**src/hw/sdb_pkg.sv**
```systemverilog
// Constants and types shared by the switch debouncer modules.
// Assumes a single 100 MHz system clock drives the whole block.
package sdb_pkg;

    // ------------------------------------------------------------------
    // Clock and timing
    // ------------------------------------------------------------------
    localparam int CLK_PERIOD_NS    = 10;
    localparam int QUAL_TIME_MS     = 40;
    localparam int SAMPLE_PERIOD_US = 1000;
    // Cycles between two sampling ticks of the internal oscillator
    localparam int SAMPLE_CYCLES    = (SAMPLE_PERIOD_US * 1000) / CLK_PERIOD_NS;
    // Consecutive stable samples that make up the qualification period
    localparam int QUAL_TICKS       = (QUAL_TIME_MS * 1000) / SAMPLE_PERIOD_US;

    // ------------------------------------------------------------------
    // Variants
    // ------------------------------------------------------------------
    localparam int DEFAULT_CHANNELS = 8;
    localparam int CHANGE_CHANNELS  = 8;

    // ------------------------------------------------------------------
    // Reset values
    // ------------------------------------------------------------------
    localparam logic FLAG_RESET_N   = 1'b1;
    localparam logic OE_RESET_N     = 1'b1;

    // ------------------------------------------------------------------
    // Control state
    // ------------------------------------------------------------------
    typedef enum logic [0:0] {
        SDB_ST_INIT = 1'b0,
        SDB_ST_RUN  = 1'b1
    } sdb_state_t;

endpackage

```
**src/hw/sdb_chan_if.sv**
```systemverilog
// Carrier between the debouncer top and its per-channel qualifiers.
// Assumes all signals belong to the single clock domain of the top.
`timescale 1ns/1ps

interface sdb_chan_if #(
    parameter int N_CH = 8
);
    logic            tick;    // One-cycle sampling tick
    logic            bypass;  // Startup or undervoltage transparency
    logic [N_CH-1:0] raw;     // Switch inputs
    logic [N_CH-1:0] level;   // Registered debounced outputs
    wire  [N_CH-1:0] load;    // Per-channel load strobes, one driver per bit

    modport ctl  (output tick, output bypass, output raw, output level, input load);
    modport chan (input tick, input bypass, input raw, input level, output load);
endinterface // sdb_chan_if

```
**src/hw/sdb_debouncer.sv**
```systemverilog
// Multi-channel switch debouncer with optional change-of-state flag.
// Assumes inputs are synchronous to clk; the pin driver resolves the
// three-state outputs from filtered_switch_outputs_oe_n.
//
// Notes on behaviour
// [RULE_01] Output holds until input stable for 40ms.
// [RULE_02] Inputs sampled on ticks; consecutive samples qualify.
// [RULE_03] Mismatch or bounce clears channel counter.
// [RULE_04] Full qualification loads input into output.
// [RULE_05] Change flag falls with the output update.
// [RULE_06] Flag low on change, held until cleared.
// [RULE_07] Outputs driven only while enable low.
// [RULE_08] Asserting enable returns flag high.
// [RULE_09] Flag stays high while enable held low.
// [RULE_10] Host reads outputs after seeing low flag.
// [RULE_11] Undervoltage makes debouncer transparent.
// [RULE_12] Outputs start at the present input levels.
// [RULE_13] One, two or eight channels; flag eight only.
// [RULE_14] Unused enable is tied low by integrator.
`timescale 1ns/1ps

module sdb_debouncer #(
    parameter int N_CH        = sdb_pkg::DEFAULT_CHANNELS,
    parameter int TICK_CYCLES = sdb_pkg::SAMPLE_CYCLES,
    parameter int QUAL_TICKS  = sdb_pkg::QUAL_TICKS
) (
    input  wire logic            clk,
    input  wire logic            rst_n,
    input  wire logic [N_CH-1:0] raw_switch_inputs,
    input  wire logic            uvlo_active,
    input  wire logic            out_enable_n,
    output logic      [N_CH-1:0] filtered_switch_outputs,
    output logic                 filtered_switch_outputs_oe_n,
    output logic                 state_change_flag_n
);
    // ------------------------------------------------------------------
    // Build options
    // ------------------------------------------------------------------
    localparam bit HAS_CHANGE = (N_CH == sdb_pkg::CHANGE_CHANNELS); // [RULE_13]
    localparam int TW         = $clog2(TICK_CYCLES + 1);
    localparam logic [TW-1:0] TICK_LAST = TW'(TICK_CYCLES - 1);

    sdb_chan_if #(.N_CH(N_CH)) chan_bus ();

    sdb_pkg::sdb_state_t state_r;
    sdb_pkg::sdb_state_t state_nxt;
    logic [TW-1:0]       tick_cnt_r;
    logic [TW-1:0]       tick_cnt_nxt;
    logic                tick_r;
    logic                tick_nxt;
    logic [N_CH-1:0]     out_r;
    logic [N_CH-1:0]     out_nxt;
    logic                flag_n_r;
    logic                flag_n_nxt;
    logic                oe_n_r;
    logic                oe_n_nxt;
    logic                bypass;
    logic                change_evt;

    // ------------------------------------------------------------------
    // Startup sequencing
    // ------------------------------------------------------------------
    // Inputs cannot be loaded under async reset, so the first clocked
    // cycle after release copies them into the output register
    always_comb begin
        case (state_r)
            sdb_pkg::SDB_ST_INIT: state_nxt = sdb_pkg::SDB_ST_RUN;
            sdb_pkg::SDB_ST_RUN:  state_nxt = sdb_pkg::SDB_ST_RUN;
            default:              state_nxt = sdb_pkg::SDB_ST_INIT;
        endcase
    end

    always_ff @(posedge clk or negedge rst_n) begin
        if (!rst_n) begin
            state_r <= sdb_pkg::SDB_ST_INIT;
        end else begin
            state_r <= state_nxt;
        end
    end

    // ------------------------------------------------------------------
    // Sampling oscillator
    // ------------------------------------------------------------------
    // Divider stands in for the on-chip oscillator; one tick per period
    always_comb begin
        tick_nxt     = 1'b0;
        tick_cnt_nxt = tick_cnt_r + TW'(1);
        if (tick_cnt_r == TICK_LAST) begin
            tick_cnt_nxt = '0;
            tick_nxt     = 1'b1;                             // [RULE_02]
        end
    end

    always_ff @(posedge clk or negedge rst_n) begin
        if (!rst_n) begin
            tick_cnt_r <= '0;
            tick_r     <= 1'b0;
        end else begin
            tick_cnt_r <= tick_cnt_nxt;
            tick_r     <= tick_nxt;
        end
    end

    // ------------------------------------------------------------------
    // Channel qualifiers
    // ------------------------------------------------------------------
    assign bypass          = uvlo_active || (state_r == sdb_pkg::SDB_ST_INIT);
    assign chan_bus.tick   = tick_r;
    assign chan_bus.bypass = bypass;
    assign chan_bus.raw    = raw_switch_inputs;
    assign chan_bus.level  = out_r;

    generate
        for (genvar i = 0; i < N_CH; i++) begin : g_chan
            sdb_qualifier #(
                .CH         (i),
                .N_CH       (N_CH),
                .QUAL_TICKS (QUAL_TICKS)
            ) u_qual (
                .clk   (clk),
                .rst_n (rst_n),
                .bus   (chan_bus)
            );
        end
    endgenerate

    // ------------------------------------------------------------------
    // Debounced output register
    // ------------------------------------------------------------------
    // Transparent at startup and under undervoltage, else load on strobe
    always_comb begin
        out_nxt = out_r;
        if (state_r == sdb_pkg::SDB_ST_INIT) begin
            out_nxt = raw_switch_inputs;                     // [RULE_12]
        end else if (uvlo_active) begin
            out_nxt = raw_switch_inputs;                     // [RULE_11]
        end else begin
            for (int k = 0; k < N_CH; k++) begin
                if (chan_bus.load[k]) begin
                    out_nxt[k] = raw_switch_inputs[k];       // [RULE_01]
                end
            end
        end
    end

    always_ff @(posedge clk or negedge rst_n) begin
        if (!rst_n) begin
            out_r <= '0;
        end else begin
            out_r <= out_nxt;
        end
    end

    // ------------------------------------------------------------------
    // Change flag and output enable
    // ------------------------------------------------------------------
    // Only qualified updates count; transparent passes raise no flag
    assign change_evt = !bypass && (|chan_bus.load);

    // Enable low dominates the flag, so a change seen while the host
    // is reading is not reported again afterwards
    always_comb begin
        flag_n_nxt = flag_n_r;
        oe_n_nxt   = 1'b0;                                   // [RULE_14]
        if (HAS_CHANGE) begin
            oe_n_nxt = out_enable_n;                         // [RULE_07]
            if (!out_enable_n) begin
                flag_n_nxt = 1'b1;                           // [RULE_08] [RULE_09]
            end else if (change_evt) begin
                flag_n_nxt = 1'b0;                           // [RULE_05] [RULE_06]
            end
        end else begin
            flag_n_nxt = 1'b1;                               // [RULE_13]
        end
    end

    always_ff @(posedge clk or negedge rst_n) begin
        if (!rst_n) begin
            flag_n_r <= sdb_pkg::FLAG_RESET_N;
            oe_n_r   <= sdb_pkg::OE_RESET_N;
        end else begin
            flag_n_r <= flag_n_nxt;
            oe_n_r   <= oe_n_nxt;
        end
    end

    assign filtered_switch_outputs      = out_r;
    assign filtered_switch_outputs_oe_n = oe_n_r;
    assign state_change_flag_n          = flag_n_r;

endmodule // sdb_debouncer

```
**src/hw/sdb_qualifier.sv**
```systemverilog
// Qualification counter for one debouncer channel.
// Assumes tick is a one-cycle pulse and level is the registered output.
`timescale 1ns/1ps

module sdb_qualifier #(
    parameter int CH         = 0,
    parameter int N_CH       = 8,
    parameter int QUAL_TICKS = sdb_pkg::QUAL_TICKS
) (
    input  wire logic clk,
    input  wire logic rst_n,
    sdb_chan_if.chan  bus
);
    localparam int             CW   = $clog2(QUAL_TICKS + 1);
    localparam logic [CW-1:0]  LAST = CW'(QUAL_TICKS - 1);

    logic          prev_r;
    logic          prev_nxt;
    logic [CW-1:0] cnt_r;
    logic [CW-1:0] cnt_nxt;
    logic          differs;
    logic          stable;

    // ------------------------------------------------------------------
    // Sample comparison and counter
    // ------------------------------------------------------------------
    // Differs is the inverted XNOR of input against output
    assign differs = bus.raw[CH] != bus.level[CH];
    assign stable  = bus.raw[CH] == prev_r;

    // Count only while a new level persists; a bounce restarts the count
    always_comb begin
        prev_nxt = prev_r;
        cnt_nxt  = cnt_r;
        if (bus.bypass) begin
            prev_nxt = bus.raw[CH];
            cnt_nxt  = '0;
        end else if (bus.tick) begin
            prev_nxt = bus.raw[CH];                          // [RULE_02]
            if (!differs || !stable) begin
                cnt_nxt = '0;                                // [RULE_03]
            end else if (cnt_r == LAST) begin
                cnt_nxt = '0;
            end else begin
                cnt_nxt = cnt_r + CW'(1);                    // [RULE_02]
            end
        end
    end

    always_ff @(posedge clk or negedge rst_n) begin
        if (!rst_n) begin
            prev_r <= 1'b0;
            cnt_r  <= '0;
        end else begin
            prev_r <= prev_nxt;
            cnt_r  <= cnt_nxt;
        end
    end

    // Strobe on the tick that completes the qualification period
    assign bus.load[CH] = bus.tick && !bus.bypass && differs && stable
                          && (cnt_r == LAST);                // [RULE_04]

endmodule // sdb_qualifier

```
**config.mk**
```make
export PLATFORM = sky130hd
export DESIGN_NAME = sdb_debouncer
export DESIGN_NICKNAME = d
export VERILOG_FILES = /design/src/hw/sdb_pkg.sv /design/src/hw/sdb_chan_if.sv /design/src/hw/sdb_debouncer.sv /design/src/hw/sdb_qualifier.sv
export SDC_FILE = /design/constraint.sdc
export NUM_CORES = 1
export LEC_CHECK = 0
export BUFFER_PORTS_ARGS = -buffer_cell sky130_fd_sc_hd__buf_4
export CAP_MARGIN = 0
export CORE_ASPECT_RATIO = 0.9
export CORE_UTILIZATION = 59
export DETAILED_ROUTE_END_ITERATION = 10
export PLACE_DENSITY = 0.76
export SYNTH_ARGS = -nofsm -noshare
export SYNTH_HDL_FRONTEND = slang
export SYNTH_SLANG_ARGS = --single-unit
```
**constraint.sdc**
```tcl
create_clock -name clk -period 2 [get_ports clk]
set_clock_uncertainty 0.1 [all_clocks]
set_input_delay 0.5 -clock clk [delete_from_list [all_inputs] [get_ports clk]]
set_output_delay 0.5 -clock clk [all_outputs]
set_load 0.01 [all_outputs]
```
==> metrics, run 1 <==
run status completed; clk_lat worst skew 0.36 ns; max incr delay on CP 0.42 ns; Crit Path Category reg -> reg; Post-synth ARST share 100%; max-cap viol count 0; Slew @ Worst Pin 0.479 ns; P_leak 2.16 nW; Final Hold Vio Count 0; Cell variety after synth 57; Hold Crit Class in -> reg; H-tree levels 3; port bufs 21; Reg2Reg Depth 6; antenna-violating nets left 0; Final #Nets 488; Seq cells post-synth 85; Post-Synthesis Cells 417; Overall Power 3.36 mW; Slew Viols, Final 0; top-area cell type share of the netlist area 47.7%; mean post-synth cell area 10.4 sq um; endpoint class of the critical path flop; clk slew on worst S/H paths 0.08 ns; Via-to-Cell Ratio 5.92; first-pass GRT wire length 14.5 mm; CTS tree done; slowest CP cell dfrtp_1; CP Max Fanout 4; Post-Syn Nets 438; RSZ-0062 raised after global routing false; Hold WS 0.165 ns; via count 3,345; CP arrival 2.00 ns; Synth Flop Type dfrtp_1; Detailed Place HPWL 6.02 mm; # rows 29; Tmin final 1.83 ns; peak supply drop 0.000480 V; GRT Overall Usage 23.6%; routability congestion estimate from global placement 0.794; f_max 545 MHz; Inst Count DP 547; fillers 524; largest cells by area after synthesis dfrtp_1 (48%), o21ai_0 (4.6%), nand3_1 (4.3%), nand2_1 (3.8%), xnor2_1 (3.0%); Final Instance Count excl. Fillers 565; hold path cells 1; CTS sink count 85; DRT Pass-1 Iters 4; period utilization 91.7%; area grow syn2layout 16.6%; slew margin rel. 67.2%; Die W 92.5 um; n_diodes 0; Worst Path Required 2.17 ns; multi-input logic area 0.00216 sq mm; placed inst area 0.00483 sq mm; DR iter-0 viols 228; die height 83.5 um; Synth area leader dfrtp_1; Final Util 71.7%; Boundary Pins 22; crit start category flop; die area 0.00772 sq mm; DP Worst Slack -0.0320 ns; most common cell in the netlist dfrtp_1; register area share after synthesis 49.0%; Yosys warning count 0; clk root buf clkbuf_8; number of buffers created by CTS 9; Starting Density 61.5%; Setup Viol. Count Final 0; synth cell count leaders dfrtp_1 (83), nand2_1 (44), o21ai_0 (40); CTS Buffer Depth 2; CP Cell Sequence ha_2, nand4b_1, a2111oi_4, buf_4, a2111o_1, o41ai_2; WL/cell 14.8 um; Core ar. 0.00708 sq mm; Setup WS post-layout 0.166 ns; antenna violations before repair 0; DR DRC count 0; layout cells sized above 1 21.0%; vias in the first global route 3,258; EDFF count, synth 0; post-route setup TNS 0 ns; final instance area 0.00507 sq mm; FF+latch area 0.00213 sq mm; power per cell area 663 mW/mm^2; Mapped Area 0.00435 sq mm; largest net degree at the start of global routing 33; routed wire length 8.37 mm; grt ovf 0
[repair_timing]
item,in CTS,in global routing
hold buffers,1,0
setup buffers,0,1
endpoints found under the setup margin,0,1
resized for setup,0,1
endpoints found under the hold margin,28,0
[logic make-up (layout without fill, tap and decap cells)]
| logic type | count (synthesis) | in the layout | share of synthesized area, % |
|---|---|---|---|
| AO/OA/AOI/OAI | 99 | 99 | 16.0 |
| multiplexers | 19 | 19 | 4.72 |
| adder cells (fa/ha/maj) | 9 | 9 | 2.59 |
| other | 1 | 1 | 0.0862 |
| flip-flops | 85 | 85 | 49.0 |
| AND/OR/NAND/NOR | 158 | 158 | 20.1 |
| buffers and inverters | 17 | 72 | 1.70 |
| XOR/XNOR | 29 | 29 | 5.84 |
[layer usage]
layer | track usage (%) | up-vias | wire length (um)
li1 | - | 1628 | -
met1 | 31.5 | 1662 | 4020
met2 | 37.8 | 43 | 4020
met3 | 6.47 | 12 | 223
met4 | 6.96 | 0 | 114
met5 | 0 | - | 0
[worst max-delay path, delay by kind of cell, from the launching register on]
family	cells	cell delay, ns
fa+ha+maj	1	0.22
simple gates	1	0.15
flops	1	0.42
buf+inv	1	0.14
compound gates	3	0.72
[power by group]
part	total, mW	switching (mW)	internal [mW]
Sequential	1.77	0.0265	1.75
Clock	1.37	0.597	0.768
Combinational	0.225	0.119	0.106
[state kept, by name (all words and copies together), names as in the netlist]
| register | cells |
|---|---|
| g_chan.u_qual.cnt_r | 48 |
| filtered_switch_outputs | 8 |
| state_change_flag_n | 1 |
| g_chan.u_qual.prev_r | 8 |
| state_r | 1 |
| chan_bus.tick | 1 |
| tick_cnt_r | 17 |
| filtered_switch_outputs_oe_n | 1 |
[path summary, 6_finish.rpt]
path | start | end | slack (ns)
worst min register to register | tick_cnt_r[0]$_DFF_PN0_ | tick_cnt_r[0]$_DFF_PN0_ | 0.39
min in group asynchronous | rst_n | g_chan[4].u_qual.cnt_r[3]$_DFFE_PN0P_ | 0.52
worst min-delay path | out_enable_n | filtered_switch_outputs_oe_n$_DFF_PN1_ | 0.16
worst max-delay path | g_chan[2].u_qual.cnt_r[0]$_DFFE_PN0P_ | state_change_flag_n$_DFFE_PN1P_ | 0.17
max in group asynchronous | rst_n | filtered_switch_outputs_oe_n$_DFF_PN1_ | 0.73
worst max register to register | g_chan[2].u_qual.cnt_r[0]$_DFFE_PN0P_ | state_change_flag_n$_DFFE_PN1P_ | 0.17
[layout by cell type (no fill, tap or decap), types with 3 or more instances in the layout]
cell      instances
dfrtp_1          83
nand2_1          44
buf_4            43
o21ai_0          40
nand3_1          37
nor2_1           16
xnor2_1          15
xor2_1           14
a22o_1           14
mux2_2           11
clkbuf_8         11
and3_1            9
inv_1             8
nand3b_1          8
a31oi_1           8
a211oi_1          8
ha_1              8
a21oi_1           7
mux2i_1           7
nand4_1           4
or3b_2            4
nand4b_1          4
or2_2             4
buf_12            4
or3_1             3
nand2b_1          3
nor2b_1           3
a21oi_4           3
[layout make-up]
cell class                 instances  area share (%)
multi-input combinational        315            42.5
sequential                        85            42.0
timing repair buffer              48            8.14
clock buffer                      12            3.06
tap                               93            2.29
clock inverter                     4            1.38
inverter                           8           0.592
(Power assumes the default switching activity.)
==> run 2: changes to the inputs <==
==> constraint.sdc (replaced) <==
create_clock -name clk -period 2 [get_ports clk]
set_clock_uncertainty 0.1 [all_clocks]
set_input_delay 0.3 -clock clk [delete_from_list [all_inputs] [get_ports clk]]
set_output_delay 0.3 -clock clk [all_outputs]
set_load 0.01 [all_outputs]
==> run 2 against run 1 <==
  * Flip-flop and latch count stayed put
  * Combinational power is 2% lower
  * Sequential share of layout area is 1.0 points higher
  * Final cell count is 0.88% lower
  * Critical endpoint is now filtered_switch_outputs[2]$_DFFE_PN0P_
  * Critical path type unchanged
  * Worst setup slack worse by 0.026 ns
  * Largest cell class unchanged
  * Largest power group unchanged
  * Sequential power hardly changed
  * Wire length is 5.6% higher
==> metrics, run 2 (synthesis gave the netlist of run 1 again) <==
run status completed; peak supply drop 0.000481 V (+0.30%); Boundary Pins 22 (unchanged); grt ovf 0 (unchanged); Psw 733 uW (-1.2%); largest net degree at the start of global routing 45 (+36%); max-cap viol count 0 (unchanged); routed wire length 8.84 mm (+5.6%); Int Power 2.41 mW (-7.9%); WL/cell 15.8 um (+6.5%); Final Instance Count excl. Fillers 560 (-0.88%); CTS sink count 85 (unchanged); Sw Share 23.3% (+1.2 points); port bufs 21 (unchanged); Largest register FFs 48 (unchanged); clk slew on worst S/H paths 0.09 ns (about the same); n_diodes 0 (unchanged); routability congestion estimate from global placement 0.846 (+6.5%); GRT Overall Usage 24.5% (+0.87 points); CP Cell Sequence ha_2, nand4b_1, a2111oi_4, nor2_1, mux2_1; CTS tree done; power per cell area 636 mW/mm^2 (-4.1%); # rows 29 (unchanged); die height 83.5 um (unchanged); Setup WS post-layout 0.140 ns (-0.0261 ns); biggest regs g_chan.u_qual.cnt_r: 48 flops, tick_cnt_r: 17 flops; Detailed Place HPWL 6.39 mm (+6.1%); layout cells sized above 1 19.9% (-1.1 points); antenna violations before repair 0 (unchanged); DR DRC count 0 (unchanged); number of buffers created by CTS 9 (unchanged); Final Hold Vio Count 0 (unchanged); most common cell after layout, fill and taps aside dfrtp_1; RSZ-0062 raised after global routing false; sequential share of power 56.4% (+3.7 points); Worst Path Required 2.14 ns (-0.03 ns); Inst Count DP 543 (-0.73%); Crit Path Category reg -> reg; max incr delay on CP 0.41 ns (about the same); combinational fraction of design power 7.0% (+0.3 points); clk_lat worst skew 0.36 ns (about the same); Via-to-Cell Ratio 5.93 (+0.23%); slew margin rel. 61.9% (-5.3 points); Slew @ Worst Pin 0.571 ns (+0.0918 ns); Crit path max-delay family flip-flops; final instance area 0.00495 sq mm (-2.4%); via count 3,323 (-0.66%); die area 0.00772 sq mm (unchanged); clk root buf clkbuf_8; Most flops, register g_chan.u_qual.cnt_r; post-route setup TNS 0 ns (unchanged); period utilization 93.0% (+1.3 points); Clock Power Share 36.6% (-4.0 points); slowest CP cell dfrtp_1; fillers 551 (+5.2%); vias in the first global route 3,207 (-1.6%); f_max 538 MHz (-1.4%); Tmin final 1.86 ns (+0.0261 ns); crit path buf inv count 0 (-1); P_leak 2.10 nW (-2.8%); most frequent cells in the layout dfrtp_1 (83), nand2_1 (44), buf_4 (42); Core ar. 0.00708 sq mm (unchanged); DP Worst Slack 0.119 ns (+0.151 ns); Die W 92.5 um (unchanged); H-tree levels 3 (unchanged); Setup Viol. Count Final 0 (unchanged); area grow syn2layout 13.7%; crit start category flop; Slew Viols, Final 0 (unchanged); DRT Pass-1 Iters 4 (unchanged); endpoint class of the critical path flop; CP arrival 2.01 ns (about the same); placed inst area 0.00475 sq mm (-1.7%); CTS Buffer Depth 2 (unchanged); Starting Density 61.5% (unchanged); Final Util 69.9% (-1.7 points); CP Max Fanout 5 (+1); Hold Crit Class in -> reg; Final #Nets 484 (-0.82%); DR iter-0 viols 168 (-26%); post-CTS setup buffers 0 (unchanged); antenna-violating nets left 0 (unchanged); first-pass GRT wire length 14.8 mm (+2.6%)
-- run 2: power by group through the flow --
stage	registers, mW	logic, mW	clock network [mW]
2_1_floorplan	1.81	0.0920	0
3_3_place_gp	1.80	0.216	0
3_5_place_dp	1.81	0.220	0
4_1_cts	1.77	0.224	1.18
5_1_grt	1.78	0.242	1.25
6_report	1.77	0.220	1.15
-- run 2: routing by layer --
| metal | GRT usage, % | vias to the layer above | part of all wire [%] |
|---|---|---|---|
| met5 | 0 | - | 0 |
| met4 | 8.66 | 0 | 1.6 |
| met3 | 5.28 | 13 | 2.9 |
| met2 | 38.4 | 51 | 48 |
| met1 | 33.8 | 1639 | 47 |
| li1 | - | 1620 | - |
-- run 2: area by class of cell --
type	instances	area (sq um)	area share, %
tap	93	116	2.35
inverter	8	30.0	0.607
clock buffer	10	128	2.58
clock inverter	5	52.6	1.06
sequential	85	2130	43.0
multi-input combinational	315	2160	43.6
timing repair buffer	44	335	6.78
-- run 2: timing repair --
action / in CTS / in global routing
endpoints found under the hold margin: 39 / 0
setup endpoints to repair: 0 / 1
resized for setup: 0 / 1
hold buffers: 2 / 0
-- run 2: metrics by stage --
step           power (mW)  hold slack [ns]
2_1_floorplan        1.90          -0.0956
3_5_place_dp         2.03            0.233
6_report             3.15           0.0943
3_3_place_gp         2.02            0.235
4_1_cts              3.18           0.0855
5_1_grt              3.27           0.0839
-- run 2: worst paths after layout --
path                            cells after the start  slack, ns                                     end                                  start
max in group asynchronous                           3       0.83   g_chan[5].u_qual.cnt_r[4]$_DFFE_PN0P_                                  rst_n
worst max-delay path                                5       0.14  filtered_switch_outputs[2]$_DFFE_PN0P_  g_chan[2].u_qual.cnt_r[0]$_DFFE_PN0P_
min in group asynchronous                           2       0.37   g_chan[4].u_qual.cnt_r[3]$_DFFE_PN0P_                                  rst_n
worst min-delay path                                2       0.09     g_chan[6].u_qual.prev_r$_DFFE_PN0P_                   raw_switch_inputs[6]
worst min register to register                      1       0.40                 tick_cnt_r[0]$_DFF_PN0_                tick_cnt_r[0]$_DFF_PN0_
worst max register to register                      5       0.14  filtered_switch_outputs[2]$_DFFE_PN0P_  g_chan[2].u_qual.cnt_r[0]$_DFFE_PN0P_
==> run 3: changes to the inputs <==
--- a/config.mk
+++ b/config.mk
@@ -8,9 +8,11 @@
 export BUFFER_PORTS_ARGS = -buffer_cell sky130_fd_sc_hd__buf_4
 export CAP_MARGIN = 0
 export CORE_ASPECT_RATIO = 0.9
-export CORE_UTILIZATION = 59
+export CORE_UTILIZATION = 61
+export CTS_CLUSTER_SIZE = 20
 export DETAILED_ROUTE_END_ITERATION = 10
-export PLACE_DENSITY = 0.76
+export PLACE_DENSITY = 0.78
+export SLEW_MARGIN = 20
 export SYNTH_ARGS = -nofsm -noshare
 export SYNTH_HDL_FRONTEND = slang
 export SYNTH_SLANG_ARGS = --single-unit
==> run 3 against run 2 <==
  * Final cell count is 2.0% lower
  * Register-to-register slack barely moved
  * Count of clock-buffer cells in the layout increased by 1
  * Worst hold slack better by 0.0013 ns
  * Utilization grew 3.9 points
  * Highest routed layer unchanged
  * Flip-flop and latch count is the same
  * Clock power up 23%
  * Sequential share of layout area shrank 0.17 points
  * Worst setup slack is essentially flat
  * Design area grew 0.40%
==> metrics, run 3 (synthesis gave the netlist of run 1 again) <==
Most flops, register g_chan.u_qual.cnt_r; Setup Viol. Count Final 0 (unchanged); CTS sink count 85 (unchanged); Final Util 73.9% (+3.9 points); DP Worst Slack 0.141 ns (+0.0221 ns); DR DRC count 0 (unchanged); first-pass GRT wire length 14.7 mm (-1.1%); Boundary Pins 22 (unchanged); Via-to-Cell Ratio 5.93 (-0.15%); Worst Path Required 2.14 ns (about the same); largest net degree at the start of global routing 43 (-4.4%); crit start category flop; Core ar. 0.00673 sq mm (-4.9%); CP arrival 2.00 ns (about the same); slowest CP cell dfrtp_1; Tmin final 1.86 ns (+0.000483 ns); GRT Overall Usage 25.0% (+0.55 points); # rows 28 (-3.4%); H-tree levels 3 (unchanged); post-route setup TNS 0 ns (unchanged); Crit Path Category reg -> reg; max-cap viol count 0 (unchanged); f_max 537 MHz (about the same); Final Instance Count excl. Fillers 549 (-2.0%); P_leak 2.10 nW (-0.17%); grt ovf 0 (unchanged); crit path buf inv count 0 (unchanged); period utilization 93.0% (about the same); Overall Power 3.41 mW (+8.2%); Final Hold Vio Count 0 (unchanged); DRT Pass-1 Iters 4 (unchanged); routability congestion estimate from global placement 0.872 (+3.1%); multi-input logic area 0.00215 sq mm (-0.12%); biggest regs g_chan.u_qual.cnt_r: 48 flops, tick_cnt_r: 17 flops; Slew Viols, Final 0 (unchanged); area grow syn2layout 14.2%; routed wire length 8.56 mm (-3.2%); n_diodes 0 (unchanged); most frequent cells in the layout dfrtp_1 (83), nand2_1 (44), o21ai_0 (40); DR iter-0 viols 183 (+8.9%); power per cell area 685 mW/mm^2 (+7.8%); endpoint class of the critical path flop; Crit path max-delay family flip-flops; antenna-violating nets left 0 (unchanged); clk root buf clkbuf_8; Setup WS post-layout 0.139 ns (-0.000483 ns); CTS tree done; Inst Count DP 532 (-2.0%); Largest register FFs 48 (unchanged); Starting Density 64.7% (+3.2 points); CP Cell Sequence ha_1, nand4b_1, a2111oi_4, nor2_1, mux2_1; peak supply drop 0.000541 V (+12%); Hold Crit Class in -> reg; Die W 91.0 um (-1.6%); Detailed Place HPWL 5.97 mm (-6.5%); layout cells sized above 1 18.1% (-1.8 points); die height 82.1 um (-1.6%); die area 0.00747 sq mm (-3.2%); FF+latch area 0.00213 sq mm (unchanged); antenna violations before repair 0 (unchanged); CTS Buffer Depth 2 (unchanged); most common cell after layout, fill and taps aside dfrtp_1; Final #Nets 476 (-1.7%); fillers 481 (-13%); via count 3,253 (-2.1%); run status completed; WL/cell 15.6 um (-1.2%); clk slew on worst S/H paths 0.08 ns (about the same); vias in the first global route 3,163 (-1.4%); PostCTS Resize Cnt 0 (unchanged); CP Max Fanout 5 (unchanged); clk_lat worst skew 0.36 ns (about the same); port bufs 21 (unchanged); RSZ-0062 raised after global routing false; max incr delay on CP 0.41 ns (about the same); number of buffers created by CTS 9 (unchanged)
==> run 3: cell count changes in the layout (fill, tap and decap cells not counted) <==
cell,delta
bufinv_16,+2
clkinv_2,-3
clkbuf_1,+1
ha_1,+1
buf_4,-11
buf_12,+3
ha_2,-1
==> run 3: layout make-up <==
type	instances	share of cell area (%)
multi-input combinational	315	43.4
sequential	85	42.9
timing repair buffer	36	6.30
clock buffer	11	2.64
tap	90	2.27
clock inverter	4	1.96
inverter	8	0.604
==> run 3: power by group <==
group	internal, mW	switching (mW)	total [mW]	leakage (nW)
clock network	0.824	0.594	1.42	0.110
logic	0.0968	0.116	0.213	0.860
registers	1.75	0.0255	1.77	1.13
==> run 3: stage by stage <==
step | cell area, sq um | hold WS, ns
after floorplan | 4350 | -0.0956
after global placement | 4720 | 0.110
after detailed placement | 4720 | 0.109
after CTS | 4970 | 0.0809
after global routing | 4970 | 0.0919
final | 4970 | 0.0956
==> run 3: routing by layer <==
metal	part of all wire [%]	track usage (%)	vias up
met3	4.8	6.04	8
met4	0.79	7.78	0
met5	0	0	-
met2	47	42.1	80
li1	-	-	1608
met1	47	32.7	1557
==> run 3: path summary, 6_finish.rpt <==
check / from / endpoint / slack (ns) / depth (start not counted)
setup / recovery: g_chan[2].u_qual.cnt_r[0]$_DFFE_PN0P_ / filtered_switch_outputs[2]$_DFFE_PN0P_ / 0.14 / 5
hold / removal: raw_switch_inputs[6] / filtered_switch_outputs[6]$_DFFE_PN0P_ / 0.1 / 2
setup reg to reg: g_chan[2].u_qual.cnt_r[0]$_DFFE_PN0P_ / filtered_switch_outputs[2]$_DFFE_PN0P_ / 0.14 / 5
hold reg to reg: tick_cnt_r[0]$_DFF_PN0_ / tick_cnt_r[0]$_DFF_PN0_ / 0.38 / 1
max in group asynchronous: rst_n / state_change_flag_n$_DFFE_PN1P_ / 0.91 / 3
min in group asynchronous: rst_n / g_chan[2].u_qual.cnt_r[0]$_DFFE_PN0P_ / 0.27 / 2
==> run 3: timing repair <==
item | in CTS | in global routing
hold endpoints to repair | 21 | 0
buffers inserted | 0 | 0
hold buffers | 2 | 0
